$ cat config.mk
export PLATFORM = sky130hd
export DESIGN_NAME = irq_enable_priority_regs
export DESIGN_NICKNAME = d
export VERILOG_FILES = /design/src/hw/irq_regs_pkg.sv /design/src/hw/irq_pick.sv /design/src/hw/irq_enable_priority_regs.sv
export SDC_FILE = /design/constraint.sdc
export NUM_CORES = 1
export LEC_CHECK = 0
export BUFFER_PORTS_ARGS = -buffer_cell sky130_fd_sc_hd__buf_2
export CAP_MARGIN = 10
export CORE_AREA = 10 10 107 71
export CTS_BUF_LIST = sky130_fd_sc_hd__clkbuf_8
export DETAILED_ROUTE_END_ITERATION = 8
export DIE_AREA = 0 0 117 81
export PLACE_DENSITY = 0.7
export SETUP_SLACK_MARGIN = 0.15
export SLEW_MARGIN = 5
export SYNTH_ARGS = -nofsm -noshare
export SYNTH_HDL_FRONTEND = slang
export SYNTH_SLANG_ARGS = --single-unit
$ cat constraint.sdc
create_clock -name clk_in -period 1.81 [get_ports clk_in]
set_input_delay 0.181 -clock clk_in [delete_from_list [all_inputs] [get_ports clk_in]]
set_output_delay 0.181 -clock clk_in [all_outputs]
set_load 0.01 [all_outputs]
$ cat src/hw/irq_regs_pkg.sv
package irq_regs_pkg;

	// ----------------------------------------
	// special-function register map
	// ----------------------------------------
	localparam logic [7:0] prio_addr      = 8'hB8;
	localparam logic [7:0] ext_en_addr    = 8'hE6;
	localparam logic [7:0] ext_prio_addr  = 8'hF6;
	localparam logic [7:0] prio_page      = 8'h00;
	localparam logic [7:0] prio_reset     = 8'h80;
	localparam logic [7:0] ext_reset      = 8'h00;
	localparam int         prio_fixed_bit = 7;

	// ----------------------------------------
	// source numbering, fixed service order
	// ----------------------------------------
	localparam int num_sources = 15;
	localparam int src_ext0    = 0;
	localparam int src_timer0  = 1;
	localparam int src_ext1    = 2;
	localparam int src_timer1  = 3;
	localparam int src_uart0   = 4;
	localparam int src_timer2  = 5;
	localparam int src_spi0    = 6;
	localparam int src_smbus   = 7;
	localparam int src_alarm   = 8;
	localparam int src_adc_win = 9;
	localparam int src_adc     = 10;
	localparam int src_pca     = 11;
	localparam int src_cmp0    = 12;
	localparam int src_cmp1    = 13;
	localparam int src_timer3  = 14;
	localparam logic [3:0] no_source = 4'hF;

	// ----------------------------------------
	// carriers
	// ----------------------------------------
	typedef struct packed {
		logic       wr;
		logic       bit_wr;
		logic [2:0] bit_sel;
		logic       bit_val;
		logic [7:0] addr;
		logic [7:0] page;
		logic [7:0] wdata;
	} sfr_req_type;

	typedef struct packed {
		logic       timer_three_low_overflow;
		logic       timer_three_high_overflow;
		logic       comparator_one_rise_flag;
		logic       comparator_one_fall_flag;
		logic       comparator_zero_rise_flag;
		logic       comparator_zero_fall_flag;
		logic       programmable_counter_array;
		logic       adc_done_flag;
		logic       adc_window_flag;
		logic       clock_alarm;
		logic       smbus_controller;
		logic [6:0] core_pending;
	} pend_type;

	typedef struct packed {
		logic       valid;
		logic       high;
		logic [3:0] source;
	} irq_req_type;

endpackage

$ cat src/hw/irq_pick.sv
`timescale 1ns/1ns
`default_nettype none
// picks lowest-numbered source within a level
module irq_pick (
	input  wire logic [14:0] req_in,
	output logic             any_out,
	output logic [3:0]       idx_out
);
	always_comb begin
		any_out = 1'b0;
		idx_out = irq_regs_pkg::no_source;
		for (int i = irq_regs_pkg::num_sources - 1; i >= 0; i--) begin
			if (req_in[i]) begin
				any_out = 1'b1;
				idx_out = 4'(i);
			end
		end
	end
endmodule
`default_nettype wire

$ cat src/hw/irq_enable_priority_regs.sv
// How it works
// - priority register top bit always reads one; writes to it ignored.
// - priority bit 6 sets serial peripheral zero high when set.
// - priority bit 4 sets uart zero high when set.
// - priority bits 5, 3, 1 set timers two, one, zero high.
// - priority bits 2, 0 set external inputs one, zero high.
// - priority register at 0xB8 page zero, single-bit writable.
// - extended enable bit 7 gates both timer three overflow flags.
// - extended enable bit 6 gates comparator one rise or fall flag.
// - extended enable bit 5 gates comparator zero rise or fall flag.
// - extended enable bit 4 gates all counter array requests.
// - extended enable bit 3 gates adc conversion done flag.
// - extended enable bit 2 gates adc window compare flag.
// - extended enable bit 1 gates clock alarm requests.
// - extended enable bit 0 gates all smbus requests.
// - extended enable register at 0xE6 on every page.
// - extended priority bit 7 sets timer three high.
// - extended priority bits 6, 5 set comparators one, zero high.
// - extended priority bit 4 sets counter array high.
// - extended priority bits 3, 2 set adc done and window high.
// - extended priority bits 1, 0 set clock alarm and smbus high.
// - extended priority register at 0xF6 on every page.
`timescale 1ns/1ns
`default_nettype none
module irq_enable_priority_regs (
	input  wire logic                       clk_in,
	input  wire logic                       reset_in,
	input  wire irq_regs_pkg::sfr_req_type  sfr_req_in,
	input  wire irq_regs_pkg::pend_type     pend_in,
	input  wire logic                       svc_enter_in,
	input  wire logic                       svc_return_in,
	output logic [7:0]                      rdata_out,
	output logic                            rhit_out,
	output logic [7:0]                      primary_irq_priority_out,
	output logic [7:0]                      extended_irq_enable_one_out,
	output logic [7:0]                      extended_irq_priority_one_out,
	output irq_regs_pkg::irq_req_type       irq_req_out
);

	// ----------------------------------------
	// decode
	// ----------------------------------------
	logic prio_sel;
	logic ext_en_sel;
	logic ext_prio_sel;

	// primary register on page zero only; extended ones on every page
	assign prio_sel     = (sfr_req_in.addr == irq_regs_pkg::prio_addr)
		&& (sfr_req_in.page == irq_regs_pkg::prio_page);
	assign ext_en_sel   = (sfr_req_in.addr == irq_regs_pkg::ext_en_addr);
	assign ext_prio_sel = (sfr_req_in.addr == irq_regs_pkg::ext_prio_addr);

	// ----------------------------------------
	// registers
	// ----------------------------------------
	logic [7:0] prio_reg;
	logic [7:0] prio_next;
	logic [7:0] ext_en_reg;
	logic [7:0] ext_en_next;
	logic [7:0] ext_prio_reg;
	logic [7:0] ext_prio_next;

	// byte write or single-bit write of a register
	// a bit write wins over a byte write in the same cycle
	function automatic logic [7:0] apply_write(input logic [7:0] cur,
		input irq_regs_pkg::sfr_req_type r);
		logic [7:0] v;
		v = cur;
		if (r.bit_wr) begin
			v[r.bit_sel] = r.bit_val;
		end else if (r.wr) begin
			v = r.wdata;
		end
		return v;
	endfunction

	// next values; fixed top bit forced
	always_comb begin
		prio_next     = prio_reg;
		ext_en_next   = ext_en_reg;
		ext_prio_next = ext_prio_reg;
		if (prio_sel) begin
			prio_next = apply_write(prio_reg, sfr_req_in);
		end
		if (ext_en_sel) begin
			ext_en_next = apply_write(ext_en_reg, sfr_req_in);
		end
		if (ext_prio_sel) begin
			ext_prio_next = apply_write(ext_prio_reg, sfr_req_in);
		end
		prio_next[irq_regs_pkg::prio_fixed_bit] = 1'b1;
	end

	// primary priority register
	always_ff @(posedge clk_in or posedge reset_in) begin
		if (reset_in) begin
			prio_reg <= irq_regs_pkg::prio_reset;
		end else begin
			prio_reg <= prio_next;
		end
	end

	// extended enable register
	always_ff @(posedge clk_in or posedge reset_in) begin
		if (reset_in) begin
			ext_en_reg <= irq_regs_pkg::ext_reset;
		end else begin
			ext_en_reg <= ext_en_next;
		end
	end

	// extended priority register
	always_ff @(posedge clk_in or posedge reset_in) begin
		if (reset_in) begin
			ext_prio_reg <= irq_regs_pkg::ext_reset;
		end else begin
			ext_prio_reg <= ext_prio_next;
		end
	end

	// registered copies for the core
	// copies load from the next values, so they track the registers exactly
	always_ff @(posedge clk_in or posedge reset_in) begin
		if (reset_in) begin
			primary_irq_priority_out      <= irq_regs_pkg::prio_reset;
			extended_irq_enable_one_out   <= irq_regs_pkg::ext_reset;
			extended_irq_priority_one_out <= irq_regs_pkg::ext_reset;
		end else begin
			primary_irq_priority_out      <= prio_next;
			extended_irq_enable_one_out   <= ext_en_next;
			extended_irq_priority_one_out <= ext_prio_next;
		end
	end

	// ----------------------------------------
	// read port
	// ----------------------------------------
	always_ff @(posedge clk_in or posedge reset_in) begin
		if (reset_in) begin
			rdata_out <= irq_regs_pkg::ext_reset;
			rhit_out  <= 1'b0;
		end else begin
			// a read in a write cycle still sees the old value
			rhit_out <= prio_sel | ext_en_sel | ext_prio_sel;
			if (prio_sel) begin
				rdata_out <= prio_reg;
			end else if (ext_en_sel) begin
				rdata_out <= ext_en_reg;
			end else if (ext_prio_sel) begin
				rdata_out <= ext_prio_reg;
			end else begin
				rdata_out <= irq_regs_pkg::ext_reset;
			end
		end
	end

	// ----------------------------------------
	// gating and level per source
	// ----------------------------------------
	// extended bit j serves source src_smbus + j, so positions follow the source numbers
	localparam int ext_base    = irq_regs_pkg::src_smbus;
	localparam int pos_timer3  = irq_regs_pkg::src_timer3 - ext_base;
	localparam int pos_cmp1    = irq_regs_pkg::src_cmp1 - ext_base;
	localparam int pos_cmp0    = irq_regs_pkg::src_cmp0 - ext_base;
	localparam int pos_pca     = irq_regs_pkg::src_pca - ext_base;
	localparam int pos_adc     = irq_regs_pkg::src_adc - ext_base;
	localparam int pos_adc_win = irq_regs_pkg::src_adc_win - ext_base;
	localparam int pos_alarm   = irq_regs_pkg::src_alarm - ext_base;
	localparam int pos_smbus   = irq_regs_pkg::src_smbus - ext_base;

	logic [14:0] gated;
	logic [14:0] level;

	// the seven core sources arrive already masked by the global enable
	assign gated[6:0] = pend_in.core_pending;
	// two-flag sources raise one request; the enable bit masks both flags
	assign gated[irq_regs_pkg::src_timer3] = ext_en_reg[pos_timer3] &
		(pend_in.timer_three_low_overflow | pend_in.timer_three_high_overflow);
	assign gated[irq_regs_pkg::src_cmp1] = ext_en_reg[pos_cmp1] &
		(pend_in.comparator_one_rise_flag | pend_in.comparator_one_fall_flag);
	assign gated[irq_regs_pkg::src_cmp0] = ext_en_reg[pos_cmp0] &
		(pend_in.comparator_zero_rise_flag | pend_in.comparator_zero_fall_flag);
	// single-flag sources pass straight through their enable bit
	assign gated[irq_regs_pkg::src_pca] = ext_en_reg[pos_pca] & pend_in.programmable_counter_array;
	assign gated[irq_regs_pkg::src_adc] = ext_en_reg[pos_adc] & pend_in.adc_done_flag;
	assign gated[irq_regs_pkg::src_adc_win] = ext_en_reg[pos_adc_win] & pend_in.adc_window_flag;
	assign gated[irq_regs_pkg::src_alarm] = ext_en_reg[pos_alarm] & pend_in.clock_alarm;
	assign gated[irq_regs_pkg::src_smbus] = ext_en_reg[pos_smbus] & pend_in.smbus_controller;

	// primary priority bits map onto sources 0..6 bit for bit
	// so a core source's number is also its bit position
	assign level[irq_regs_pkg::src_spi0]   = prio_reg[irq_regs_pkg::src_spi0];
	assign level[irq_regs_pkg::src_uart0]  = prio_reg[irq_regs_pkg::src_uart0];
	assign level[irq_regs_pkg::src_timer2] = prio_reg[irq_regs_pkg::src_timer2];
	assign level[irq_regs_pkg::src_timer1] = prio_reg[irq_regs_pkg::src_timer1];
	assign level[irq_regs_pkg::src_timer0] = prio_reg[irq_regs_pkg::src_timer0];
	assign level[irq_regs_pkg::src_ext1]   = prio_reg[irq_regs_pkg::src_ext1];
	assign level[irq_regs_pkg::src_ext0]   = prio_reg[irq_regs_pkg::src_ext0];
	// extended priority bits 0..7 map onto sources 7..14
	// each level bit picks the arbiter that the source joins
	assign level[irq_regs_pkg::src_timer3] = ext_prio_reg[pos_timer3];
	assign level[irq_regs_pkg::src_cmp1]   = ext_prio_reg[pos_cmp1];
	assign level[irq_regs_pkg::src_cmp0]   = ext_prio_reg[pos_cmp0];
	assign level[irq_regs_pkg::src_pca]    = ext_prio_reg[pos_pca];
	assign level[irq_regs_pkg::src_adc]    = ext_prio_reg[pos_adc];
	assign level[irq_regs_pkg::src_adc_win] = ext_prio_reg[pos_adc_win];
	assign level[irq_regs_pkg::src_alarm]  = ext_prio_reg[pos_alarm];
	assign level[irq_regs_pkg::src_smbus]  = ext_prio_reg[pos_smbus];

	// ----------------------------------------
	// service state and arbitration
	// ----------------------------------------
	// both means a high service nested inside a low one
	typedef enum logic [1:0] {
		svc_idle = 2'b00,
		svc_low  = 2'b01,
		svc_high = 2'b10,
		svc_both = 2'b11
	} svc_state_type;

	svc_state_type svc_reg;
	svc_state_type svc_next;
	logic          high_any;
	logic          low_any;
	logic [3:0]    high_idx;
	logic [3:0]    low_idx;
	logic          take_high;
	logic          take_low;

	irq_pick high_pick (
		.req_in  (gated & level),
		.any_out (high_any),
		.idx_out (high_idx)
	);

	irq_pick low_pick (
		.req_in  (gated & ~level),
		.any_out (low_any),
		.idx_out (low_idx)
	);

	// high may interrupt low service; low only from idle
	// a second low level cannot nest, so the core never stacks two low services
	assign take_high = high_any & ((svc_reg == svc_idle) | (svc_reg == svc_low));
	assign take_low  = low_any & ~high_any & (svc_reg == svc_idle);

	// nesting of service levels
	// enter only moves the state when a request was on offer
	always_comb begin
		svc_next = svc_reg;
		unique case (svc_reg)
			svc_idle: begin
				if (svc_enter_in & take_high) begin
					svc_next = svc_high;
				end else if (svc_enter_in & take_low) begin
					svc_next = svc_low;
				end
			end
			svc_low: begin
				if (svc_enter_in & take_high) begin
					svc_next = svc_both;
				end else if (svc_return_in) begin
					svc_next = svc_idle;
				end
			end
			svc_high: begin
				if (svc_return_in) begin
					svc_next = svc_idle;
				end
			end
			svc_both: begin
				if (svc_return_in) begin
					svc_next = svc_low;
				end
			end
		endcase
	end

	// service level tracker
	always_ff @(posedge clk_in or posedge reset_in) begin
		if (reset_in) begin
			svc_reg <= svc_idle;
		end else begin
			svc_reg <= svc_next;
		end
	end

	// registered request to the core
	// the core samples a settled flop, never the arbiter's decode
	always_ff @(posedge clk_in or posedge reset_in) begin
		if (reset_in) begin
			irq_req_out <= '{valid: 1'b0, high: 1'b0, source: irq_regs_pkg::no_source};
		end else if (take_high) begin
			irq_req_out <= '{valid: 1'b1, high: 1'b1, source: high_idx};
		end else if (take_low) begin
			irq_req_out <= '{valid: 1'b1, high: 1'b0, source: low_idx};
		end else begin
			irq_req_out <= '{valid: 1'b0, high: 1'b0, source: irq_regs_pkg::no_source};
		end
	end

endmodule
`default_nettype wire

; ---- After elaboration in Yosys (flattened, before gate mapping)
; Cells that the tools add are included.
[classes]
reduce_logical = 9
mux = 81
bitwise = 23
n_eq_ne = 8
order_cmp = 2
[ops]
columns = op, n
row1 = $mux W4, 16
row2 = $mux W8, 6
row3 = $mux W1, 33
row4 = $and A15 B15 Y15, 2
row5 = $bwmux W8, 3
row6 = $eq A8 B8 Y1 const B, 3
row7 = $mux W3, 8
row8 = $mux W2, 9
row9 = $not A15 Y15, 1
row10 = $mux W7, 2
row11 = $and A1 B1 Y1, 13
row12 = $mux W6, 2
row13 = $logic_not A8 Y1, 1
row14 = $pmux W2 S4, 1
row15 = $reduce_and A2 Y1, 4
row16 = $or A1 B1 Y1, 6
row17 = $eq A2 B2 Y1 const B, 2
row18 = $lt A3 B4 Y1 const B, 1
row19 = $demux W1 S3, 1
row20 = $ge A3 B1 Y1 const B, 1
row21 = $ne A3 B1 Y1 const B, 1
row22 = $eq A2 B1 Y1 const B, 1
row23 = $logic_and A1 B1 Y1, 2
row24 = $logic_not A2 Y1, 1
row25 = other kinds (3), 3
[word_totals]
regBits = 40
word_cells = 132
output_inout_bits = 39
in_bits = 52

; ---- Longest topological paths before layout
; Gate-level depths: netlist of the first run.
[logic_depth]
depth_word = 25
depth_mapped = 6
depth_no_buf = 6

; ---- By module
; From an unflattened synthesis of the first run, not the netlist that was laid out.
[unflattened]
hier_cells = 275
area_unflattened_um2 = 2544.9
[modules_own_cells]
columns = module, seq_area_each_um2, cells_per_inst, n_inst, area_each_um2
row1 = irq_enable_priority_regs, 1006.0, 223, 1, 2209.6
row2 = irq_pick, 0.0, 26, 2, 167.7

; ---- Worst setup path after synthesis of the first run
; Ideal clock, no wire load.
[synth_timing]
path_type = reg2reg
start = register extended_irq_enable_one_out[0] (netlist name)
end = register irq_req_out[0] (netlist name)
required_time_ns = 1.715
t_arrival_ns = 1.592
setup_ns = 0.095
path_buffers = 0
path_stages_with_launch = 7
slack_ns = 0.123
cell_sequence = dfrtp_1 a32oi_1 nand4_1 nor3_2 nor2_2 nor4b_1 o31ai_1
[synth_rtl]
columns = element, line_no
row1 = "end signal, assigned", irq_enable_priority_regs.sv:292  ; irq_req_out <= '{valid: 1'b0, high: 1'b0, source: irq_regs_pkg::no_source};
row2 = "end signal, assigned", irq_enable_priority_regs.sv:294  ; irq_req_out <= '{valid: 1'b1, high: 1'b1, source: high_idx};
row3 = "end signal, assigned", irq_enable_priority_regs.sv:296  ; irq_req_out <= '{valid: 1'b1, high: 1'b0, source: low_idx};
row4 = "end, declared", irq_enable_priority_regs.sv:37  ; output irq_regs_pkg::irq_req_type irq_req_out

==> key figures, run 1 <==
Routing
  • Top layer in use: met4
  • Starting DRT DRC Count: 145
  • Final WL: 8430 microns
  • ANT nets after route: 0
  • Routed len/inst: 18.5 microns
  • WL met1: 3890 microns
  • Detailed Routing Iterations Pass 1: 5
  • Vias: 2472
  • DRC: 0
  • WL met2: 3620 microns
  • Via density: 5.42
  • Met3 WL: 877 microns

STA
  • Final Hold Fails: 0
  • Worst hold slack: 0.00188 ns
  • Setup ws final: -0.00702 ns
  • Tightest Pin Transition: 0.602 ns
  • Normalized max-slew margin: 59.5%
  • Final Max Tran Viols: 0
  • Final Setup Violations: 1
  • Max Clk Rate: 550 MHz
  • Skew final: 0.00565 ns
  • RSZ-0062 raised after global routing: yes
  • Post-route clock period utilization: 100%
  • Period minus WS final: 1.82 ns

Yosys
  • Seq cells post-synth: 40
  • YS warnings: 0
  • Top_reg_cell synth: dfrtp_1
  • Mean Syn Cell Area: 9.62 sq um
  • Top cell type's share of synthesized area: 36.9%
  • Mapped Cells: 254
  • EDFF count, synth: 0
  • Synth Cell Area: 0.00244 sq mm
  • Yosys top cell by area: dfrtp_1
  • Most frequent cell after synthesis: nand2_1
  • Seq/Total Area, Yosys: 41.2%
  • Top cells by count, synth: nand2_1 (52), dfrtp_1 (36), o21ai_0 (20)
  • Syn_nets: 306
  • Async SR Flop Fraction: 100%
  • Top cells by area, synth: dfrtp_1 (37%), nand2_1 (8.0%), mux2_2 (5.1%)
  • Cell variety after synth: 53

Clocking
  • Clk buf depth: 2
  • Skew-Pair Late Insertion Delay: 0.29 ns
  • TritonCTS clock tree: done
  • Clock Sink Count: 40
  • CTS Buf Count: 5
  • Root buffer cell: clkbuf_8
  • Clock-pin slew on the worst setup and hold paths: 0.08 ns
  • Hold_buf cts: 0
  • # H-tree levels: 2

Run status
  • Status: complete, but fails checks
  • Failing checks: setup timing

Global routing
  • Gr usage total: 17.8%
  • Overflow after GRT: 0
  • First-pass GRT wire length: 13000 microns
  • Largest net degree at the start of global routing: 41
  • Initial antenna violation count: 0
  • Number of global-route vias before repair: 2449

Worst setup path
  • Critical path's slowest cell: dfrtp_1
  • Crit path max fanout: 5
  • R2R Path Start: extended_irq_enable_one_out[5]
  • CP Launch Point: extended_irq_enable_one_out[5]
  • Critical path type: reg2reg
  • Largest delay share family, worst path: simple AND/OR/NAND/NOR gates
  • Worst setup SP type: flop
  • Cell breakdown of the critical path: o211ai_1 -> nand3_1 -> nor3_4 -> buf_6 -> nand2b_4 -> nand3b_1 -> a32o_1
  • Critical Path Sink Type: flop
  • Required @ worst endpoint: 1.99 ns
  • Slowest Stage Delay on Critical Path: 0.44 ns
  • Critical path arrival: 1.99 ns
  • Buf+Inv Stages, Crit Path: 1

Place
  • Final RePlAce weighted congestion: 0.929
  • I/O Buffers: 89
  • Dpl hpwl: 6880 microns
  • Worst Setup Slack post-DPL: -0.0318 ns

Floorplanning
  • Die W: 117 microns
  • Initial Utilization: 42.3%
  • Die area: 0.00948 sq mm
  • Core area: 0.00578 sq mm
  • Die Height: 81 microns
  • IO Count: 91
  • Standard-cell rows: 22

Flow run
  • Max Cap Violations: 0

Layout
  • Register area: 0.00101 sq mm
  • # fillers: 515
  • Final net count: 435
  • Largest registers: extended_irq_enable_one_out (8), extended_irq_priority_one_out (8), rdata_out (8)
  • N_diodes: 0
  • Area growth syn-to-layout: 42.0%
  • Finished Core Util: 60.0%
  • Layout cells sized above 1: 49.5%
  • Multi-input gate area: 0.00150 sq mm

Power
  • P_leak: 1.83 nW
  • Worst IR Drop VDD: 302 uV
  • P per Cell Area: 560 mW/mm^2

Min path
  • Worst Hold Class: in2async
## cell type report
cell class | instances | share of cell area (%)
clock inverters | 2 | 0.324
clock buffers | 6 | 2.38
well taps | 72 | 2.60
multi-input cells | 197 | 43.3
inverters | 14 | 1.51
flip-flops and latches | 40 | 29.2
repair buffers | 125 | 20.7
## routing by layer
layer | vias up | track usage (%)
met1 | 1165 | 25.4
met3 | 4 | 5.08
met5 | - | 0
li1 | 1192 | -
met4 | 0 | 2.33
met2 | 111 | 26.6
## power by group
part | total, mW | internal [mW] | switching [mW]
clock | 0.628 | 0.305 | 0.324
combinational | 0.354 | 0.154 | 0.200
sequential | 0.963 | 0.939 | 0.0240
## final timing paths
check / endpoint / slack (ns) / depth (start not counted)
min reg2reg: svc_reg[0] / 0.55 / 1
max reg2reg: svc_reg[0] / -0.007 / 7
max: svc_reg[0] / -0.007 / 7
max in group asynchronous: extended_irq_enable_one_out[0] / 1.40 / 3
min: irq_req_out[5] / 0.002 / 3
min in group clk_in: svc_reg[1] / 0.09 / 2
## what timing repair did
item	CTS	global route
resized for setup	7	10
setup buffers	6	4
pin swaps	11	5
endpoints found under the setup margin	4	6
## kinds of logic after synthesis
group	count (synthesis)	synth area share, %
simple gates	113	26.9
compound gates	58	16.2
flops	40	41.2
mux	25	12.5
buf+inv	17	3.07
other cells	1	0.153
## worst register-to-register path, delay by kind of cell (launching register included)
kind,cells,cell delay [ns]
simple gates,4,0.74
flops,1,0.44
compound gates,2,0.39
buf+inv,1,0.15
## layout by cell type (no fill, tap or decap), types with 7 or more instances in the layout
cell type / synthesis / final
o21ai_0: 20 / 20
nand3_1: 8 / 7
mux2_2: 11 / 11
mux2_4: 7 / 7
inv_1: 14 / 15
nand2b_1: 10 / 7
buf_2: 0 / 89
nand2_1: 52 / 51
dfrtp_1: 36 / 30
a22oi_1: 11 / 8
buf_4: 1 / 35
## metrics by stage
stage / setup TNS (ns) / power [mW] / cells / instance area [sq um]
4_1_cts: 0 / 1.95 / 452 / 3380
3_3_place_gp: -0.0360 / 1.30 / 438 / 3200
2_1_floorplan: 0 / 1.13 / 254 / 2490
5_1_grt: -0.147 / 2.03 / 456 / 3470
3_5_place_dp: -0.206 / 1.31 / 438 / 3200
6_report: -0.00702 / 1.95 / 456 / 3470
Power figures use the tool's default switching activity.
==> inputs of run 2 (changes only) <==
==> constraint.sdc (replaced) <==
create_clock -name clk_in -period 2.2 [get_ports clk_in]
set_input_delay 0.22 -clock clk_in [delete_from_list [all_inputs] [get_ports clk_in]]
set_output_delay 0.22 -clock clk_in [all_outputs]
set_load 0.01 [all_outputs]
==> key figures, run 2 (synthesis results as in run 1) <==
Clocking
  • # H-tree levels: 2 (unchanged)
  • Clock-pin slew on the worst setup and hold paths: 0.08 ns (about the same)
  • Post-CTS Setup Repair Bufs: 0 (was 6)
  • TritonCTS clock tree: done (unchanged)
  • Skew-Pair Late Insertion Delay: 0.29 ns (about the same)
  • Root buffer cell: clkbuf_8 (unchanged)
  • CTS Buf Count: 5 (unchanged)
  • Clock Sink Count: 40 (unchanged)
  • Clk buf depth: 2 (unchanged)

Floorplanning
  • Core area: 0.00578 sq mm (unchanged)
  • Die area: 0.00948 sq mm (unchanged)
  • Initial Utilization: 42.3% (unchanged)
  • IO Count: 91 (unchanged)
  • Die W: 117 microns (unchanged)
  • Die Height: 81 microns (unchanged)
  • Standard-cell rows: 22 (unchanged)

Worst setup path
  • Worst R2R End: irq_req_out[0] (was svc_reg[0])
  • Critical Path Sink Type: flop (unchanged)
  • Required @ worst endpoint: 2.40 ns (was 1.99 ns)
  • Worst setup SP type: flop (unchanged)
  • Depth of the worst register-to-register path: 7 (unchanged)
  • Flop2flop setup slack: 0.25 ns (was -0.007 ns)
  • R2R Path Start: primary_irq_priority_out[0] (was extended_irq_enable_one_out[5])
  • CP Launch Point: primary_irq_priority_out[0] (was extended_irq_enable_one_out[5])
  • Critical path arrival: 2.16 ns (was 1.99 ns)
  • Critical path type: reg2reg (unchanged)
  • Crit path max fanout: 7 (was 5)

Global routing
  • Overflow after GRT: 0 (unchanged)
  • First-pass GRT wire length: 12200 microns (was 13000 microns)
  • Gr usage total: 16.7% (was 17.8%)
  • Initial antenna violation count: 0 (unchanged)
  • Largest net degree at the start of global routing: 41 (unchanged)
  • Number of global-route vias before repair: 2203 (was 2449)

STA
  • RSZ-0062 raised after global routing: no (was yes)
  • Tightest Pin Transition: 0.601 ns (was 0.602 ns)
  • Skew final: 0.00833 ns (was 0.00565 ns)
  • Normalized max-slew margin: 59.6% (was 59.5%)
  • Max Clk Rate: 512 MHz (was 550 MHz)
  • Period minus WS final: 1.95 ns (was 1.82 ns)
  • Final Hold Fails: 0 (unchanged)
  • Final Setup Violations: 0 (was 1)
  • Final Max Tran Viols: 0 (unchanged)
  • Setup TNS: 0 ns (was -0.00702 ns)
  • Post-route clock period utilization: 88.8% (was 100%)

Layout
  • Most frequent cells in the layout: buf_2 (89), nand2_1 (52), dfrtp_1 (36) (was buf_2 (89), nand2_1 (51), buf_4 (35))
  • Layout cells sized above 1: 39.8% (was 49.5%)
  • Finished Core Util: 54.7% (was 60.0%)
  • N_diodes: 0 (unchanged)
  • Most common cell after layout, fill and taps aside: buf_2 (unchanged)
  • Largest registers: extended_irq_enable_one_out (8), extended_irq_priority_one_out (8), rdata_out (8) (unchanged)
  • Final net count: 405 (was 435)
  • Final instance area: 0.00316 sq mm (was 0.00347 sq mm)
  • Area growth syn-to-layout: 29.3% (was 42.0%)

Power
  • Worst IR Drop VDD: 325 uV (was 302 uV)
  • P per Cell Area: 554 mW/mm^2 (was 560 mW/mm^2)
  • P_leak: 1.68 nW (was 1.83 nW)

Routing
  • Detailed Routing Iterations Pass 1: 5 (unchanged)
  • Via density: 5.54 (was 5.42)
  • DRC: 0 (unchanged)
  • ANT nets after route: 0 (unchanged)
  • Final WL: 8070 microns (was 8430 microns)
  • Routed len/inst: 18.9 microns (was 18.5 microns)
  • Starting DRT DRC Count: 175 (was 145)
  • Vias: 2361 (was 2472)

Run status
  • Status: finished, final reports clean (was complete, but fails checks)

Flow run
  • Max Cap Violations: 0 (unchanged)

Place
  • Placed cell area: 0.00300 sq mm (was 0.00320 sq mm)
  • Final RePlAce weighted congestion: 0.932 (was 0.929)
  • Dpl hpwl: 6610 microns (was 6880 microns)
  • I/O Buffers: 89 (unchanged)

Min path
  • Worst Hold Class: in2async (unchanged)
run 2: changes by cell type in the layout (fill, tap and decap cells not counted), moves of 2 or more:
cell / previous run / this run
buf_4: 35 / 6
dfrtp_1: 30 / 36
bufinv_16: 0 / 2
nand2b_4: 3 / 0
nand2b_1: 7 / 10
a22oi_2: 3 / 0
a22oi_1: 8 / 11
nor4b_4: 3 / 1
dfrtp_2: 6 / 0
run 2: critical path, stage by stage (launching register included):
cell	delay (ns)
dfrtp_1	0.39
buf_4	0.15
a22oi_1	0.27
nand4_1	0.24
nor3_4	0.26
nor2_2	0.14
nor4b_2	0.30
o31ai_1	0.11
run 2: layout make-up:
cell class	instances	area, sq um
clock inverter	3	63.8
timing repair buffer	95	490
inverter	14	52.6
clock buffer	5	68.8
tap	72	90.1
fill	549	2620
sequential	40	1010
multi-input combinational	197	1390
run 2: how the worst max path moves through the flow:
stage	to	slack [ns]	cells after the start
2_1_floorplan	irq_req_out[0]	0.51	6
3_3_place_gp	irq_req_out[0]	0.30	6
3_5_place_dp	irq_req_out[0]	0.24	6
4_1_cts	irq_req_out[0]	0.20	7
5_1_grt	irq_req_out[0]	0.17	7
6_report	irq_req_out[0]	0.25	7
run 2: power by group:
group          internal, mW  switching [mW]  leakage, nW  total, mW
Clock                 0.449           0.253       0.0695      0.702
Combinational         0.103           0.147         1.07      0.250
Sequential            0.772          0.0256        0.538      0.798
run 2: metrics by stage:
step | hold WS (ns) | power [mW] | std cells | worst slack, ns
after global placement | 0.368 | 1.06 | 418 | 0.301
after detailed placement | 0.370 | 1.06 | 418 | 0.237
final | 0.0452 | 1.75 | 426 | 0.247
after global routing | 0.110 | 1.82 | 426 | 0.172
after floorplan | 0.313 | 0.930 | 254 | 0.513
after CTS | 0.0594 | 1.77 | 426 | 0.199
run 2: what timing repair did:
item | in CTS | in global routing
endpoints found under the setup margin | 0 | 3
hold buffers | 0 | 0
gates resized for setup | 0 | 4
run 2: per-layer routing:
metal / share of wire (%) / track usage [%] / vias to the layer above
met4: 0.26 / 1.84 / 0
met1: 48 / 24.7 / 1105
li1: - / - / 1141
met3: 10 / 4.56 / 4
met2: 42 / 24.3 / 111
met5: 0 / 0 / -
==> inputs of run 3 (changes only) <==
--- a/config.mk
+++ b/config.mk
@@ -7,10 +7,10 @@
 export LEC_CHECK = 0
 export BUFFER_PORTS_ARGS = -buffer_cell sky130_fd_sc_hd__buf_2
 export CAP_MARGIN = 10
-export CORE_AREA = 10 10 107 71
+export CORE_AREA = 2 2 99 63
 export CTS_BUF_LIST = sky130_fd_sc_hd__clkbuf_8
 export DETAILED_ROUTE_END_ITERATION = 8
-export DIE_AREA = 0 0 117 81
+export DIE_AREA = 0 0 101 65
 export PLACE_DENSITY = 0.7
 export SETUP_SLACK_MARGIN = 0.15
 export SLEW_MARGIN = 5
==> key figures, run 3 (synthesis results as in run 1) <==
Place
  • Worst Setup Slack post-DPL: 0.211 ns (was 0.237 ns)
  • Dpl hpwl: 5860 microns (was 6610 microns)
  • Final RePlAce weighted congestion: 0.962 (was 0.932)
  • Cell count after placement: 417 (was 418)
  • I/O Buffers: 89 (unchanged)

Layout
  • N_diodes: 0 (unchanged)
  • Most frequent cells in the layout: buf_2 (89), nand2_1 (52), dfrtp_1 (36) (unchanged)
  • Most common cell after layout, fill and taps aside: buf_2 (unchanged)
  • Multi-input gate area: 0.00139 sq mm (about the same)
  • Largest registers: extended_irq_enable_one_out (8), extended_irq_priority_one_out (8), rdata_out (8) (unchanged)
  • Final net count: 406 (was 405)
  • Register area: 0.00101 sq mm (unchanged)
  • # fillers: 535 (was 549)
  • Layout cells sized above 1: 40.3% (was 39.8%)
  • Final non-filler cell total: 427 (was 426)
  • Area growth syn-to-layout: 27.9% (was 29.3%)

Worst setup path
  • Largest delay share family, worst path: simple AND/OR/NAND/NOR gates (unchanged)
  • Cell breakdown of the critical path: buf_4 -> a22oi_2 -> nand4_1 -> nor3_4 -> nor2_2 -> mux2i_1 -> o31ai_1 (was buf_4 -> a22oi_1 -> nand4_1 -> nor3_4 -> nor2_2 -> nor4b_2 -> o31ai_1)
  • Critical path arrival: 2.18 ns (was 2.16 ns)
  • Slowest Stage Delay on Critical Path: 0.39 ns (about the same)
  • Worst setup SP type: flop (unchanged)
  • Worst Setup EP: irq_req_out[0] (unchanged)
  • Critical Path Sink Type: flop (unchanged)
  • R2R Path Start: primary_irq_priority_out[2] (was primary_irq_priority_out[0])
  • Depth of the worst register-to-register path: 7 (unchanged)
  • CP Depth: 7 (unchanged)
  • Buf+Inv Stages, Crit Path: 1 (unchanged)
  • Flop2flop setup slack: 0.22 ns (was 0.25 ns)
  • CP Launch Point: primary_irq_priority_out[2] (was primary_irq_priority_out[0])
  • Required @ worst endpoint: 2.40 ns (about the same)
  • Worst R2R End: irq_req_out[0] (unchanged)
  • Critical path's slowest cell: dfrtp_1 (unchanged)
  • Crit path max fanout: 7 (unchanged)
  • Critical path type: reg2reg (unchanged)

Floorplanning
  • Die area: 0.00657 sq mm (was 0.00948 sq mm)
  • IO Count: 91 (unchanged)
  • Core area: 0.00578 sq mm (unchanged)
  • Standard-cell rows: 22 (unchanged)
  • Initial Utilization: 42.3% (unchanged)
  • Die W: 101 microns (was 117 microns)
  • Die Height: 65 microns (was 81 microns)

STA
  • Max Clk Rate: 505 MHz (was 512 MHz)
  • Tightest Pin Transition: 0.579 ns (was 0.601 ns)
  • Setup TNS: 0 ns (unchanged)
  • Normalized max-slew margin: 61.0% (was 59.6%)
  • Period minus WS final: 1.98 ns (was 1.95 ns)
  • RSZ-0062 raised after global routing: no (unchanged)
  • Final Max Tran Viols: 0 (unchanged)
  • Final Hold Fails: 0 (unchanged)
  • Setup ws final: 0.218 ns (was 0.247 ns)
  • Skew final: 0.00864 ns (was 0.00833 ns)
  • Post-route clock period utilization: 90.1% (was 88.8%)
  • Final Setup Violations: 0 (unchanged)

Routing
  • Vias: 2370 (was 2361)
  • Top layer in use: met4 (unchanged)
  • DRC: 0 (unchanged)
  • Routed len/inst: 17.4 microns (was 18.9 microns)
  • Final WL: 7420 microns (was 8070 microns)
  • Starting DRT DRC Count: 197 (was 175)
  • Detailed Routing Iterations Pass 1: 4 (was 5)
  • WL met2: 2960 microns (was 3400 microns)
  • WL met1: 3690 microns (was 3840 microns)
  • Via density: 5.55 (was 5.54)
  • ANT nets after route: 0 (unchanged)
  • Met3 WL: 713 microns (was 811 microns)

Global routing
  • Largest net degree at the start of global routing: 41 (unchanged)
  • Gr usage total: 23.6% (was 16.7%)
  • Initial antenna violation count: 0 (unchanged)
  • Number of global-route vias before repair: 2146 (was 2203)
  • First-pass GRT wire length: 11700 microns (was 12200 microns)
  • Overflow after GRT: 0 (unchanged)

Power
  • Worst IR Drop VDD: 234 uV (was 325 uV)
  • P per Cell Area: 487 mW/mm^2 (was 554 mW/mm^2)
  • P_leak: 1.66 nW (was 1.68 nW)
  • Power, Total: 1.52 mW (was 1.75 mW)

Clocking
  • Root buffer cell: clkbuf_8 (unchanged)
  • Skew-Pair Late Insertion Delay: 0.29 ns (about the same)
  • Hold_buf cts: 0 (unchanged)
  • # H-tree levels: 2 (unchanged)
  • Clk buf depth: 2 (unchanged)
  • Clock-pin slew on the worst setup and hold paths: 0.08 ns (about the same)
  • Clock Sink Count: 40 (unchanged)
  • TritonCTS clock tree: done (unchanged)
  • CTS Buf Count: 5 (unchanged)

Flow run
  • Max Cap Violations: 0 (unchanged)

Min path
  • Worst Hold Class: in2async (unchanged)

Run status
  • Status: finished, final reports clean (unchanged)
==> run 3: where the power goes <==
group	switching (mW)	internal, mW	leakage, nW
clock	0.259	0.217	0.0453
combinational	0.145	0.102	1.07
sequential	0.0263	0.772	0.538
==> run 3: worst min-delay path, cell delays in order <==
cell,delay (ns)
buf_2,0.10
inv_1,0.05
buf_4,0.43
==> run 3: cell type report <==
cell class                 count  share of cell area, %
clock buffer                   5                   2.20
clock inverter                 3                  0.521
inverter                      14                   1.68
multi-input combinational    197                   44.6
sequential                    40                   32.2
tap                           72                   2.88
timing repair buffer          96                   15.9
==> run 3: worst min path at each step <==
stage	from	endpoint	slack, ns
after floorplan	svc_return_in	svc_reg[1]	0.31
after global placement	reset_in	irq_req_out[4]	0.37
after detailed placement	reset_in	irq_req_out[4]	0.39
after CTS	reset_in	irq_req_out[4]	0.07
after global routing	reset_in	irq_req_out[5]	0.11
final	reset_in	irq_req_out[5]	0.05
==> run 3: stage by stage <==
stage / instance area (sq um) / hold WS, ns / utilization, %
6_report: 3120 / 0.0512 / 54.0
2_1_floorplan: 2440 / 0.313 / -
5_1_grt: 3120 / 0.108 / 54.0
3_3_place_gp: 2990 / 0.368 / 51.8
3_5_place_dp: 2990 / 0.392 / 51.8
4_1_cts: 3080 / 0.0694 / 53.3
==> run 3: layer usage <==
metal,up-vias,global-route usage (%)
met5,-,0
met4,0,4.05
met3,7,5.07
met2,116,31.8
met1,1115,38.1
li1,1132,-
==> run 3: timing repair <==
item | in CTS | in global routing
setup endpoints to repair | 0 | 4
setup buffers | 0 | 2
resized for setup | 0 | 5
